### src/verilog/bpc_pkg.sv
/*
  Constants, field layouts and carrier types of the bridge primary command block.
  Assumes a byte-addressed configuration port that moves 16-bit words at even offsets.
*/
// Summary of operation
// RQ1: Fast back-to-back enable, bit 9, is read-only and reads zero.
// RQ2: Address/data stepping, bit 7, always reads zero.
// RQ3: Parity error response enable, bit 6, always reads zero.
// RQ4: Write-and-invalidate bit 4 and special-cycle bit 3 are hardwired to zero.
// RQ5: With bit 8 set, send system-error messages for individually enabled bridge errors.
// RQ6: With bit 8 clear, never send a system-error message for this function.
// RQ7: Report the system-error condition in the primary status register.
// RQ8: Bus master enable, bit 2, resets to zero; then master cycles end in abort.
// RQ9: With bus master enable set, accept master cycles only in a valid range.
// RQ10: Sideband and pipelined requests are served whatever bus master enable holds.
// RQ11: Memory decode enable, bit 1, clear means no bridge memory space decodes.
// RQ12: Memory decode enable set decodes the memory and prefetchable windows.
// RQ13: I/O decode enable, bit 0, clear means no bridge I/O space decodes.
// RQ14: I/O decode enable set decodes the I/O window.
// RQ15: Bits 15 to 10 and bit 5 read zero and ignore writes.
// RQ16: Sending a system-error message sets status bit 14; writing one clears it.
package bpc_pkg;

  // Register offsets on the configuration port.
  localparam logic [7:0] BPC_CMD_OFFSET = 8'h04;
  localparam logic [7:0] BPC_STS_OFFSET = 8'h06;

  // Field positions of the command register.
  localparam int BPC_IO_EN_BIT = 0;
  localparam int BPC_MEM_EN_BIT = 1;
  localparam int BPC_BM_EN_BIT = 2;
  localparam int BPC_SPECIAL_BIT = 3;
  localparam int BPC_MWI_BIT = 4;
  localparam int BPC_PERR_BIT = 6;
  localparam int BPC_STEP_BIT = 7;
  localparam int BPC_SERR_EN_BIT = 8;
  localparam int BPC_FAST_B2B_BIT = 9;

  // Field position of the signaled system error flag in the status register.
  localparam int BPC_SSE_BIT = 14;

  // Reset values and the fixed part of the status word.
  localparam logic [15:0] BPC_CMD_RESET = 16'h0000;
  localparam logic [15:0] BPC_STS_RESET = 16'h00A0;
  localparam logic [15:0] BPC_STS_FIXED = 16'h00A0;
  localparam logic [15:0] BPC_CMD_RW_MASK = 16'h0107;

  // Default widths.
  localparam int BPC_ADDR_W = 32;
  localparam int BPC_ERR_N = 4;

  // Command register as it reads on the port.
  typedef struct packed {
    logic [5:0] rsvd_hi;
    logic fast_b2b_enable;
    logic syserr_msg_enable;
    logic addr_data_stepping;
    logic parity_resp_enable;
    logic rsvd_5;
    logic write_invalidate_enable;
    logic special_cycle_enable;
    logic bus_master_enable;
    logic memory_decode_enable;
    logic io_decode_enable;
  } bpc_cmd_s;

  // One address window from its base and limit registers.
  typedef struct packed {
    logic [BPC_ADDR_W-1:0] base;
    logic [BPC_ADDR_W-1:0] limit;
  } bpc_win_s;

  // One configuration request.
  typedef struct packed {
    logic wr;
    logic rd;
    logic [1:0] be;
    logic [7:0] addr;
    logic [15:0] wdata;
  } bpc_cfg_s;

endpackage : bpc_pkg

### src/verilog/bpc_window_cmp.sv
/*
  Address window compare used for each decode window of the bridge.
  Assumes base and limit are held steady by their registers while compared.
*/
`timescale 1ns/100ps
module bpc_window_cmp #(
  parameter int ADDR_W = 32
) (
  // Window and enable.
  input wire logic [ADDR_W-1:0] base_in,
  input wire logic [ADDR_W-1:0] limit_in,
  input wire logic enable_in,
  // Address under test.
  input wire logic [ADDR_W-1:0] addr_in,
  // Result.
  output logic hit_out
);

  // A base above the limit gives an empty window, which is how software turns one off.
  always_comb begin
    hit_out = enable_in && (addr_in >= base_in) && (addr_in <= limit_in);
  end

endmodule : bpc_window_cmp

### src/verilog/bpc_command.sv
/*
  Primary command register of the virtual bridge, with the status flag it reports,
  the system-error message gate, the bus master gate and the window decode gates.
  Assumes error events, requests and windows come from logic on mclk_in.
*/
`timescale 1ns/100ps
module bpc_command #(
  parameter int ADDR_W = bpc_pkg::BPC_ADDR_W,
  parameter int ERR_N = bpc_pkg::BPC_ERR_N
) (
  // Clock and reset.
  input wire logic mclk_in,
  input wire logic rst_in,
  // Configuration port.
  input wire bpc_pkg::bpc_cfg_s cfg_in,
  output logic [15:0] cfg_rdata_out,
  output logic cfg_rvalid_out,
  // Error sources and their individual enables.
  input wire logic [ERR_N-1:0] err_event_in,
  input wire logic [ERR_N-1:0] err_enable_in,
  output logic syserr_msg_out,
  // Master cycles from the AGP side.
  input wire logic frame_start_in,
  input wire logic frame_range_ok_in,
  output logic frame_accept_out,
  output logic frame_master_abort_out,
  // Sideband and pipelined requests.
  input wire logic pipe_req_in,
  output logic pipe_accept_out,
  // Host cycles decoded against the bridge windows.
  input wire logic host_req_in,
  input wire logic host_is_io_in,
  input wire logic [ADDR_W-1:0] host_addr_in,
  input wire bpc_pkg::bpc_win_s mem_win_in,
  input wire bpc_pkg::bpc_win_s pref_win_in,
  input wire bpc_pkg::bpc_win_s io_win_in,
  output logic mem_hit_out,
  output logic io_hit_out,
  // Enables seen by the rest of the bridge.
  output logic bus_master_enable_out,
  output logic memory_decode_enable_out,
  output logic io_decode_enable_out
);
  import bpc_pkg::*;

  // Only the writable command bits are stored; every hardwired bit is a constant.
  logic syserr_en_reg, syserr_en_next;
  logic bm_en_reg, bm_en_next;
  logic mem_en_reg, mem_en_next;
  logic io_en_reg, io_en_next;
  logic sse_reg, sse_next;
  logic [15:0] rdata_reg, rdata_next;
  logic rvalid_reg, rvalid_next;
  logic rd_cmd_reg, rd_cmd_next;
  logic rd_sts_reg, rd_sts_next;
  logic msg_reg, msg_next;
  logic accept_reg, accept_next;
  logic abort_reg, abort_next;
  logic pipe_reg, pipe_next;
  logic mem_hit_reg, mem_hit_next;
  logic io_hit_reg, io_hit_next;

  bpc_cmd_s cmd_view;
  logic [15:0] sts_view;
  logic wr_cmd, wr_sts, err_hit;
  logic mem_win_hit, pref_win_hit, io_win_hit;

  // Read view of the command word.
  always_comb begin
    cmd_view = bpc_cmd_s'(BPC_CMD_RESET);
    // RQ15 reserved read zero.
    cmd_view.rsvd_hi = 6'h00;
    cmd_view.rsvd_5 = 1'b0;
    // RQ1 fast back-to-back zero.
    cmd_view.fast_b2b_enable = 1'b0;
    // RQ2 stepping reads zero.
    cmd_view.addr_data_stepping = 1'b0;
    // RQ3 parity enable zero.
    cmd_view.parity_resp_enable = 1'b0;
    // RQ4 hardwired enables zero.
    cmd_view.write_invalidate_enable = 1'b0;
    cmd_view.special_cycle_enable = 1'b0;
    cmd_view.syserr_msg_enable = syserr_en_reg;
    cmd_view.bus_master_enable = bm_en_reg;
    cmd_view.memory_decode_enable = mem_en_reg;
    cmd_view.io_decode_enable = io_en_reg;
  end

  // Status word: fixed capability bits plus the one flag this block owns.
  always_comb begin
    sts_view = BPC_STS_FIXED;
    // RQ7 status shows condition.
    sts_view[BPC_SSE_BIT] = sse_reg;
  end

  // Address decode of the two registers.
  assign wr_cmd = cfg_in.wr && (cfg_in.addr == BPC_CMD_OFFSET);
  assign wr_sts = cfg_in.wr && (cfg_in.addr == BPC_STS_OFFSET);

  // Any individually enabled error condition this cycle.
  assign err_hit = |(err_event_in & err_enable_in);

  // Window compares; the enable input gates each one at the source.
  bpc_window_cmp #(
    .ADDR_W(ADDR_W)
  ) u_mem_win (
    .base_in(mem_win_in.base),
    .limit_in(mem_win_in.limit),
    .enable_in(mem_en_reg),
    .addr_in(host_addr_in),
    .hit_out(mem_win_hit)
  );

  bpc_window_cmp #(
    .ADDR_W(ADDR_W)
  ) u_pref_win (
    .base_in(pref_win_in.base),
    .limit_in(pref_win_in.limit),
    .enable_in(mem_en_reg),
    .addr_in(host_addr_in),
    .hit_out(pref_win_hit)
  );

  bpc_window_cmp #(
    .ADDR_W(ADDR_W)
  ) u_io_win (
    .base_in(io_win_in.base),
    .limit_in(io_win_in.limit),
    .enable_in(io_en_reg),
    .addr_in(host_addr_in),
    .hit_out(io_win_hit)
  );

  // Register writes; the low byte lane holds bits 7:0, the high lane bits 15:8.
  always_comb begin
    syserr_en_next = syserr_en_reg;
    bm_en_next = bm_en_reg;
    mem_en_next = mem_en_reg;
    io_en_next = io_en_reg;
    sse_next = sse_reg;
    if (wr_cmd && cfg_in.be[0]) begin
      bm_en_next = cfg_in.wdata[BPC_BM_EN_BIT];
      mem_en_next = cfg_in.wdata[BPC_MEM_EN_BIT];
      io_en_next = cfg_in.wdata[BPC_IO_EN_BIT];
    end
    if (wr_cmd && cfg_in.be[1]) begin
      syserr_en_next = cfg_in.wdata[BPC_SERR_EN_BIT];
    end
    // RQ16 write one clears.
    if (wr_sts && cfg_in.be[1] && cfg_in.wdata[BPC_SSE_BIT]) begin
      sse_next = 1'b0;
    end
    // RQ16 set beats clear.
    if (msg_next) begin
      sse_next = 1'b1;
    end
  end

  // System-error message gate, computed from the enable as it stands this cycle.
  always_comb begin
    // RQ5 enabled errors signal.
    // RQ6 gate blocks messages.
    msg_next = syserr_en_reg && err_hit;
  end

  // Register reads answer one cycle later; a read beside a write sees the old value.
  always_comb begin
    rdata_next = 16'h0000;
    rd_cmd_next = 1'b0;
    rd_sts_next = 1'b0;
    rvalid_next = cfg_in.rd;
    if (cfg_in.rd && (cfg_in.addr == BPC_CMD_OFFSET)) begin
      rdata_next = cmd_view & BPC_CMD_RW_MASK;
      rd_cmd_next = 1'b1;
    end else if (cfg_in.rd && (cfg_in.addr == BPC_STS_OFFSET)) begin
      rdata_next = sts_view;
      rd_sts_next = 1'b1;
    end
  end

  // Request gates toward the AGP side.
  always_comb begin
    // RQ8 disabled master aborts.
    // RQ9 accept in range.
    accept_next = frame_start_in && bm_en_reg && frame_range_ok_in;
    abort_next = frame_start_in && !(bm_en_reg && frame_range_ok_in);
    // RQ10 pipelined requests unaffected.
    pipe_next = pipe_req_in;
  end

  // Host decode results.
  always_comb begin
    // RQ11 memory decode gated.
    // RQ12 both memory windows.
    mem_hit_next = host_req_in && !host_is_io_in && (mem_win_hit || pref_win_hit);
    // RQ13 io decode gated.
    // RQ14 io window decode.
    io_hit_next = host_req_in && host_is_io_in && io_win_hit;
  end

  // State registers with synchronous reset.
  always_ff @(posedge mclk_in) begin
    if (rst_in) begin
      // RQ8 master enable resets clear.
      syserr_en_reg <= BPC_CMD_RESET[BPC_SERR_EN_BIT];
      bm_en_reg <= BPC_CMD_RESET[BPC_BM_EN_BIT];
      mem_en_reg <= BPC_CMD_RESET[BPC_MEM_EN_BIT];
      io_en_reg <= BPC_CMD_RESET[BPC_IO_EN_BIT];
      sse_reg <= BPC_STS_RESET[BPC_SSE_BIT];
      rdata_reg <= 16'h0000;
      rvalid_reg <= 1'b0;
      rd_cmd_reg <= 1'b0;
      rd_sts_reg <= 1'b0;
      msg_reg <= 1'b0;
      accept_reg <= 1'b0;
      abort_reg <= 1'b0;
      pipe_reg <= 1'b0;
      mem_hit_reg <= 1'b0;
      io_hit_reg <= 1'b0;
    end else begin
      syserr_en_reg <= syserr_en_next;
      bm_en_reg <= bm_en_next;
      mem_en_reg <= mem_en_next;
      io_en_reg <= io_en_next;
      sse_reg <= sse_next;
      rdata_reg <= rdata_next;
      rvalid_reg <= rvalid_next;
      rd_cmd_reg <= rd_cmd_next;
      rd_sts_reg <= rd_sts_next;
      msg_reg <= msg_next;
      accept_reg <= accept_next;
      abort_reg <= abort_next;
      pipe_reg <= pipe_next;
      mem_hit_reg <= mem_hit_next;
      io_hit_reg <= io_hit_next;
    end
  end

  // Every output comes straight from a flip-flop.
  assign cfg_rdata_out = rdata_reg;
  assign cfg_rvalid_out = rvalid_reg;
  assign syserr_msg_out = msg_reg;
  assign frame_accept_out = accept_reg;
  assign frame_master_abort_out = abort_reg;
  assign pipe_accept_out = pipe_reg;
  assign mem_hit_out = mem_hit_reg;
  assign io_hit_out = io_hit_reg;
  assign bus_master_enable_out = bm_en_reg;
  assign memory_decode_enable_out = mem_en_reg;
  assign io_decode_enable_out = io_en_reg;

  // Checks on the command word as it reads back.
  property p_fast_b2b_zero;
    @(posedge mclk_in) disable iff (rst_in)
      cfg_rvalid_out && rd_cmd_reg |-> !cfg_rdata_out[BPC_FAST_B2B_BIT];
  endproperty
  a_fast_b2b_zero: assert property (p_fast_b2b_zero) // RQ1
    else $error("fast back-to-back bit read as one");

  property p_step_zero;
    @(posedge mclk_in) disable iff (rst_in)
      cfg_in.rd && cfg_in.addr == BPC_CMD_OFFSET |=> !cfg_rdata_out[BPC_STEP_BIT];
  endproperty
  a_step_zero: assert property (p_step_zero) // RQ2
    else $error("stepping bit read as one");

  property p_perr_zero;
    @(posedge mclk_in) disable iff (rst_in)
      $rose(rd_cmd_reg) |-> cfg_rvalid_out && !cfg_rdata_out[BPC_PERR_BIT];
  endproperty
  a_perr_zero: assert property (p_perr_zero) // RQ3
    else $error("parity enable read as one");

  property p_mwi_special_zero;
    @(posedge mclk_in) disable iff (rst_in)
      rd_cmd_reg |-> cfg_rdata_out[BPC_MWI_BIT:BPC_SPECIAL_BIT] == 2'b00;
  endproperty
  a_mwi_special_zero: assert property (p_mwi_special_zero) // RQ4
    else $error("hardwired enables read as one");

  property p_rsvd_zero;
    @(posedge mclk_in) disable iff (rst_in)
      rd_cmd_reg |-> (cfg_rdata_out & ~BPC_CMD_RW_MASK) == 16'h0000;
  endproperty
  a_rsvd_zero: assert property (p_rsvd_zero) // RQ15
    else $error("reserved command bits read as one");

  // Checks on system-error messaging and its status flag.
  property p_msg_sent;
    @(posedge mclk_in) disable iff (rst_in)
      syserr_en_reg && err_hit |=> syserr_msg_out && sse_reg;
  endproperty
  a_msg_sent: assert property (p_msg_sent) // RQ5
    else $error("enabled error gave no system-error message");

  property p_msg_blocked;
    @(posedge mclk_in) disable iff (rst_in)
      !syserr_en_reg |=> !syserr_msg_out;
  endproperty
  a_msg_blocked: assert property (p_msg_blocked) // RQ6
    else $error("message sent while gate was off");

  property p_sts_report;
    @(posedge mclk_in) disable iff (rst_in)
      cfg_in.rd && cfg_in.addr == BPC_STS_OFFSET |=> cfg_rdata_out[BPC_SSE_BIT] == $past(sse_reg);
  endproperty
  a_sts_report: assert property (p_sts_report) // RQ7
    else $error("status read does not show the flag");

  property p_sse_clear;
    @(posedge mclk_in) disable iff (rst_in)
      wr_sts && cfg_in.be[1] && cfg_in.wdata[BPC_SSE_BIT] && !msg_next |=> !sse_reg;
  endproperty
  a_sse_clear: assert property (p_sse_clear) // RQ16
    else $error("write of one did not clear the flag");

  // Checks on the AGP side gates.
  property p_bm_abort;
    @(posedge mclk_in) disable iff (rst_in)
      frame_start_in && !bus_master_enable_out |=> frame_master_abort_out && !frame_accept_out;
  endproperty
  a_bm_abort: assert property (p_bm_abort) // RQ8
    else $error("master cycle not aborted while disabled");

  property p_bm_accept;
    @(posedge mclk_in) disable iff (rst_in)
      frame_start_in && bus_master_enable_out && frame_range_ok_in |=> frame_accept_out;
  endproperty
  a_bm_accept: assert property (p_bm_accept) // RQ9
    else $error("master cycle in range not accepted");

  property p_pipe_free;
    @(posedge mclk_in) disable iff (rst_in)
      pipe_req_in |=> pipe_accept_out;
  endproperty
  a_pipe_free: assert property (p_pipe_free) // RQ10
    else $error("pipelined request not served");

  // Checks on host decode.
  property p_mem_off;
    @(posedge mclk_in) disable iff (rst_in)
      !memory_decode_enable_out |=> !mem_hit_out;
  endproperty
  a_mem_off: assert property (p_mem_off) // RQ11
    else $error("memory hit while memory decode off");

  property p_mem_on;
    @(posedge mclk_in) disable iff (rst_in)
      host_req_in && !host_is_io_in && memory_decode_enable_out
      && host_addr_in >= pref_win_in.base && host_addr_in <= pref_win_in.limit |=> mem_hit_out;
  endproperty
  a_mem_on: assert property (p_mem_on) // RQ12
    else $error("prefetchable window not decoded");

  property p_io_off;
    @(posedge mclk_in) disable iff (rst_in)
      !io_decode_enable_out |=> !io_hit_out;
  endproperty
  a_io_off: assert property (p_io_off) // RQ13
    else $error("io hit while io decode off");

  property p_io_on;
    @(posedge mclk_in) disable iff (rst_in)
      host_req_in && host_is_io_in && io_decode_enable_out
      && host_addr_in >= io_win_in.base && host_addr_in <= io_win_in.limit |=> io_hit_out;
  endproperty
  a_io_on: assert property (p_io_on) // RQ14
    else $error("io window not decoded");

endmodule : bpc_command

### config.mk
export PLATFORM = sky130hd
export DESIGN_NAME = bpc_command
export DESIGN_NICKNAME = d
export VERILOG_FILES = /design/src/verilog/bpc_pkg.sv /design/src/verilog/bpc_window_cmp.sv /design/src/verilog/bpc_command.sv
export SDC_FILE = /design/constraint.sdc
export NUM_CORES = 1
export LEC_CHECK = 0
export ABC_CLOCK_PERIOD_IN_PS = 2600
export BUFFER_PORTS_ARGS = -buffer_cell sky130_fd_sc_hd__clkbuf_2
export CAP_MARGIN = 20
export CORE_MARGIN = 3
export CORE_UTILIZATION = 47
export DETAILED_ROUTE_END_ITERATION = 10
export PLACE_DENSITY = 0.83
export SYNTH_ARGS = -nofsm -noshare
export SYNTH_HDL_FRONTEND = slang
export SYNTH_SLANG_ARGS = --single-unit
export TNS_END_PERCENT = 5
### constraint.sdc
create_clock -name mclk_in -period 2.6 [get_ports mclk_in]
set_input_delay 0.39 -clock mclk_in [delete_from_list [all_inputs] [get_ports mclk_in]]
set_output_delay 0.39 -clock mclk_in [all_outputs]
set_load 0.01 [all_outputs]
==> results.py <==
metrics = {
    "hold_path": {
        "hold_end": "pipe_accept_out",
        "min_path_cells": 2,
        "worstHoldStart": "pipe_req_in",
        "min_path_type": "primary input to flip-flop",
    },
    "layout": {
        "fin_area_um2": 7030,
        "mostFrequentLayoutCell": "clkbuf_2",
        "fillCellCount": 1018,
        "final_cell_mix": "272 x clkbuf_2, 192 x ha_1, 189 x inv_1, 59 x a21oi_1, 33 x a21o_1",
        "drive_above_1_share_pct": 28.0,
        "area.sequential_um2": 360,
        "diodes": 0,
        "area_growth_syn_to_layout_pct": 29.1,
        "largest_reg_flops": 6,
        "layout.nets": 1464,
        "multi_input_area_um2": 4320,
    },
    "power_and_ir_drop": {
        "peakVddDrop_v": 0.000235,
        "power_density_nw_per_um2": 218,
        "leakage_nw": 4.60,
    },
    "synth": {
        "yosys.area.top_type": "ha_1",
        "ys_ff_latch": 18,
        "synthArstFlopShare_pct": 0,
        "synthFlopType": "dfxtp_1",
        "synth_area_um2": 5450,
        "synth_area_per_cell_um2": 7.46,
        "ys_seq_area_share_pct": 6.61,
        "ys_warn_count": 0,
        "synth_top_cell_area_share_pct": 44.1,
        "synth_enable_flop_cells": 0,
        "postSynthCellCount": 730,
        "synth.distinct_cells": 50,
        "synthTopCellsByArea": "ha_1 44%, inv_1 13%, dfxtp_1 6.6%, a21oi_1 5.4%, a21o_1 4.5%",
    },
    "drt": {
        "routed_via_density": 5.15,
        "first_pass_iters": 4,
        "drc": 0,
        "drt-total-wl_um": 16500,
        "wl_per_cell_um": 14.4,
        "num_vias": 5890,
        "dr.first_iter.drc_count": 224,
        "ant_nets": 0,
    },
    "critical_path": {
        "slowest_delay_ns": 0.44,
        "r2r_cells": 6,
        "critPathMaxFanout": 3,
        "cp_common_cell": "a2111oi_0",
        "path_delay_family": "compound AO/OA/AOI/OAI gates",
        "critPathSlowestCell": "a2111oi_0",
        "critPathBufInv": 1,
        "critPathLaunchType": "primary input",
        "worst-r2r-setup-slack_ns": 1.20,
        "cp-end-kind": "flip-flop",
        "r2r-start": "io_decode_enable_out",
        "crit_type": "primary input to flip-flop",
        "worstReg2RegEnd": "io_hit_out",
        "worst-path-stages": 9,
        "crit_arrival_ns": 2.30,
        "critPathRequiredTime_ns": 2.71,
        "cp_cell_sequence": "clkbuf_2 > ha_1 > a2111oi_0 > o21ai_1 > a31o_1 > a21oi_1 > nor3_1 > a2111oi_0 > a22oi_1",
    },
    "die": {
        "core_region_area_um2": 11100,
        "io_pins": 293,
        "die_w_um": 114,
        "dieArea_um2": 12900,
        "rows": 38,
        "die_y_um": 114,
        "initial_core_util_pct": 49.2,
    },
    "global_route": {
        "grt_overflow": 0,
        "grt_max_degree": 11,
        "antenna_found_initial": 0,
        "gr-usage-all-layers_pct": 24.4,
        "grt_pass1_vias": 5620,
        "grt_pass1_wl_um": 25700,
    },
    "cts": {
        "clock_path_buffers": 2,
        "post_cts_resized": 0,
        "post_cts_buffers": 0,
        "cts_hold_buf": 0,
        "cts_tree": "done",
        "cts.sinks": 18,
        "clk_latency_ns": 0.25,
        "numCtsBuffers": 3,
        "cts_max_level": 1,
        "root_buffer": "clkbuf_16",
        "clk_pin_slew_ns": 0.06,
    },
    "timing": {
        "skew_ns": 0.00422,
        "drv_slew": 0,
        "worst_pin_slew_ns": 0.588,
        "max_freq_mhz": 456,
        "final.setup.tns_ns": 0,
        "slew_headroom_pct": 59.8,
        "min_period_ns": 2.19,
        "hold_viol": 0,
        "setup_viol_count_final": 0,
        "rsz0062_at_grt": "false",
        "period_share_pct": 84.4,
    },
    "status": {
        "outcome": "finished, final reports clean",
    },
    "flow_run": {
        "drv_cap": 0,
    },
    "placement": {
        "hpwlAfterDp_um": 15200,
        "placed_area_um2": 6940,
        "port_buffers": 272,
        "place_congestion": 0.914,
    },
}
-- kinds of logic after synthesis --
kind of cell	Yosys count	synth area share (%)
buffers and inverters	201	14.6
adder cells (fa/ha/maj)	192	44.1
AO/OA/AOI/OAI	158	18.3
AND/OR/NAND/NOR	156	15.6
flip-flops	18	6.61
multiplexers	4	0.735
other	1	0.0688
-- cell type report --
type / instances / share of cell area, %
flip-flops and latches: 18 / 5.12
multi-input cells: 519 / 61.5
well taps: 140 / 2.49
inverters: 189 / 10.1
clock buffers: 4 / 1.26
repair buffers: 274 / 19.6
-- power by group --
part	switching (mW)	internal, mW	leakage (nW)
logic	0.475	0.438	4.41
clock network	0.106	0.234	0.0442
registers	0.000617	0.279	0.146
-- worst reg2reg max path: stages, from the launching register on --
cell and delay (ns):
dfxtp_1 0.39, nand3_1 0.16, nor2_1 0.12, o211ai_1 0.14, nor3_1 0.21, o41ai_1 0.11, a22oi_1 0.20
-- synth_stat cells, types with 2 or more instances --
master,number
ha_1,192
inv_1,189
a21oi_1,59
a21o_1,33
nand2_1,31
nand4_1,31
nor2_1,22
o21ai_0,21
nand3_1,19
dfxtp_1,18
buf_4,11
and3_1,9
nor2b_1,9
nor3_1,8
a211oi_1,7
and4_1,7
a2111oi_0,5
a221oi_1,5
nand2b_1,5
mux2i_1,4
o21ai_1,4
a22oi_1,3
a31oi_1,3
o211ai_1,3
a31o_1,2
nor4_1,2
o21a_1,2
o41ai_1,2
or3_1,2
or4b_1,2
-- worst max path at each step --
stage	slack, ns	from	to
after floorplan	0.54	io_win_in[51]	io_hit_out
after global placement	0.16	host_addr_in[19]	io_hit_out
after detailed placement	0.19	host_addr_in[19]	io_hit_out
after CTS	0.45	host_addr_in[19]	io_hit_out
after global routing	0.23	io_win_in[51]	io_hit_out
final	0.41	host_addr_in[19]	io_hit_out
-- through the flow --
stage / hold slack [ns] / worst slack, ns / power [mW] / cells / util [%]
CTS: 0.362 / 0.448 / 1.54 / 1144 / 63.5
global placement: 0.437 / 0.158 / 1.17 / 1140 / 62.7
global route: 0.370 / 0.231 / 1.70 / 1144 / 63.5
finish: 0.367 / 0.406 / 1.53 / 1144 / 63.5
floorplan: 0.430 / 0.545 / 0.811 / 738 / -
detailed placement: 0.444 / 0.192 / 1.20 / 1140 / 62.7
-- routing by layer --
metal / GRT usage, % / wire length, um / up-vias
li1: - / - / 3075
met1: 29.7 / 6830 / 2572
met2: 44.4 / 8070 / 213
met3: 3.50 / 1180 / 30
met4: 6.57 / 420 / 0
met5: 0 / 0 / -
Power figures use the tool's default switching activity.
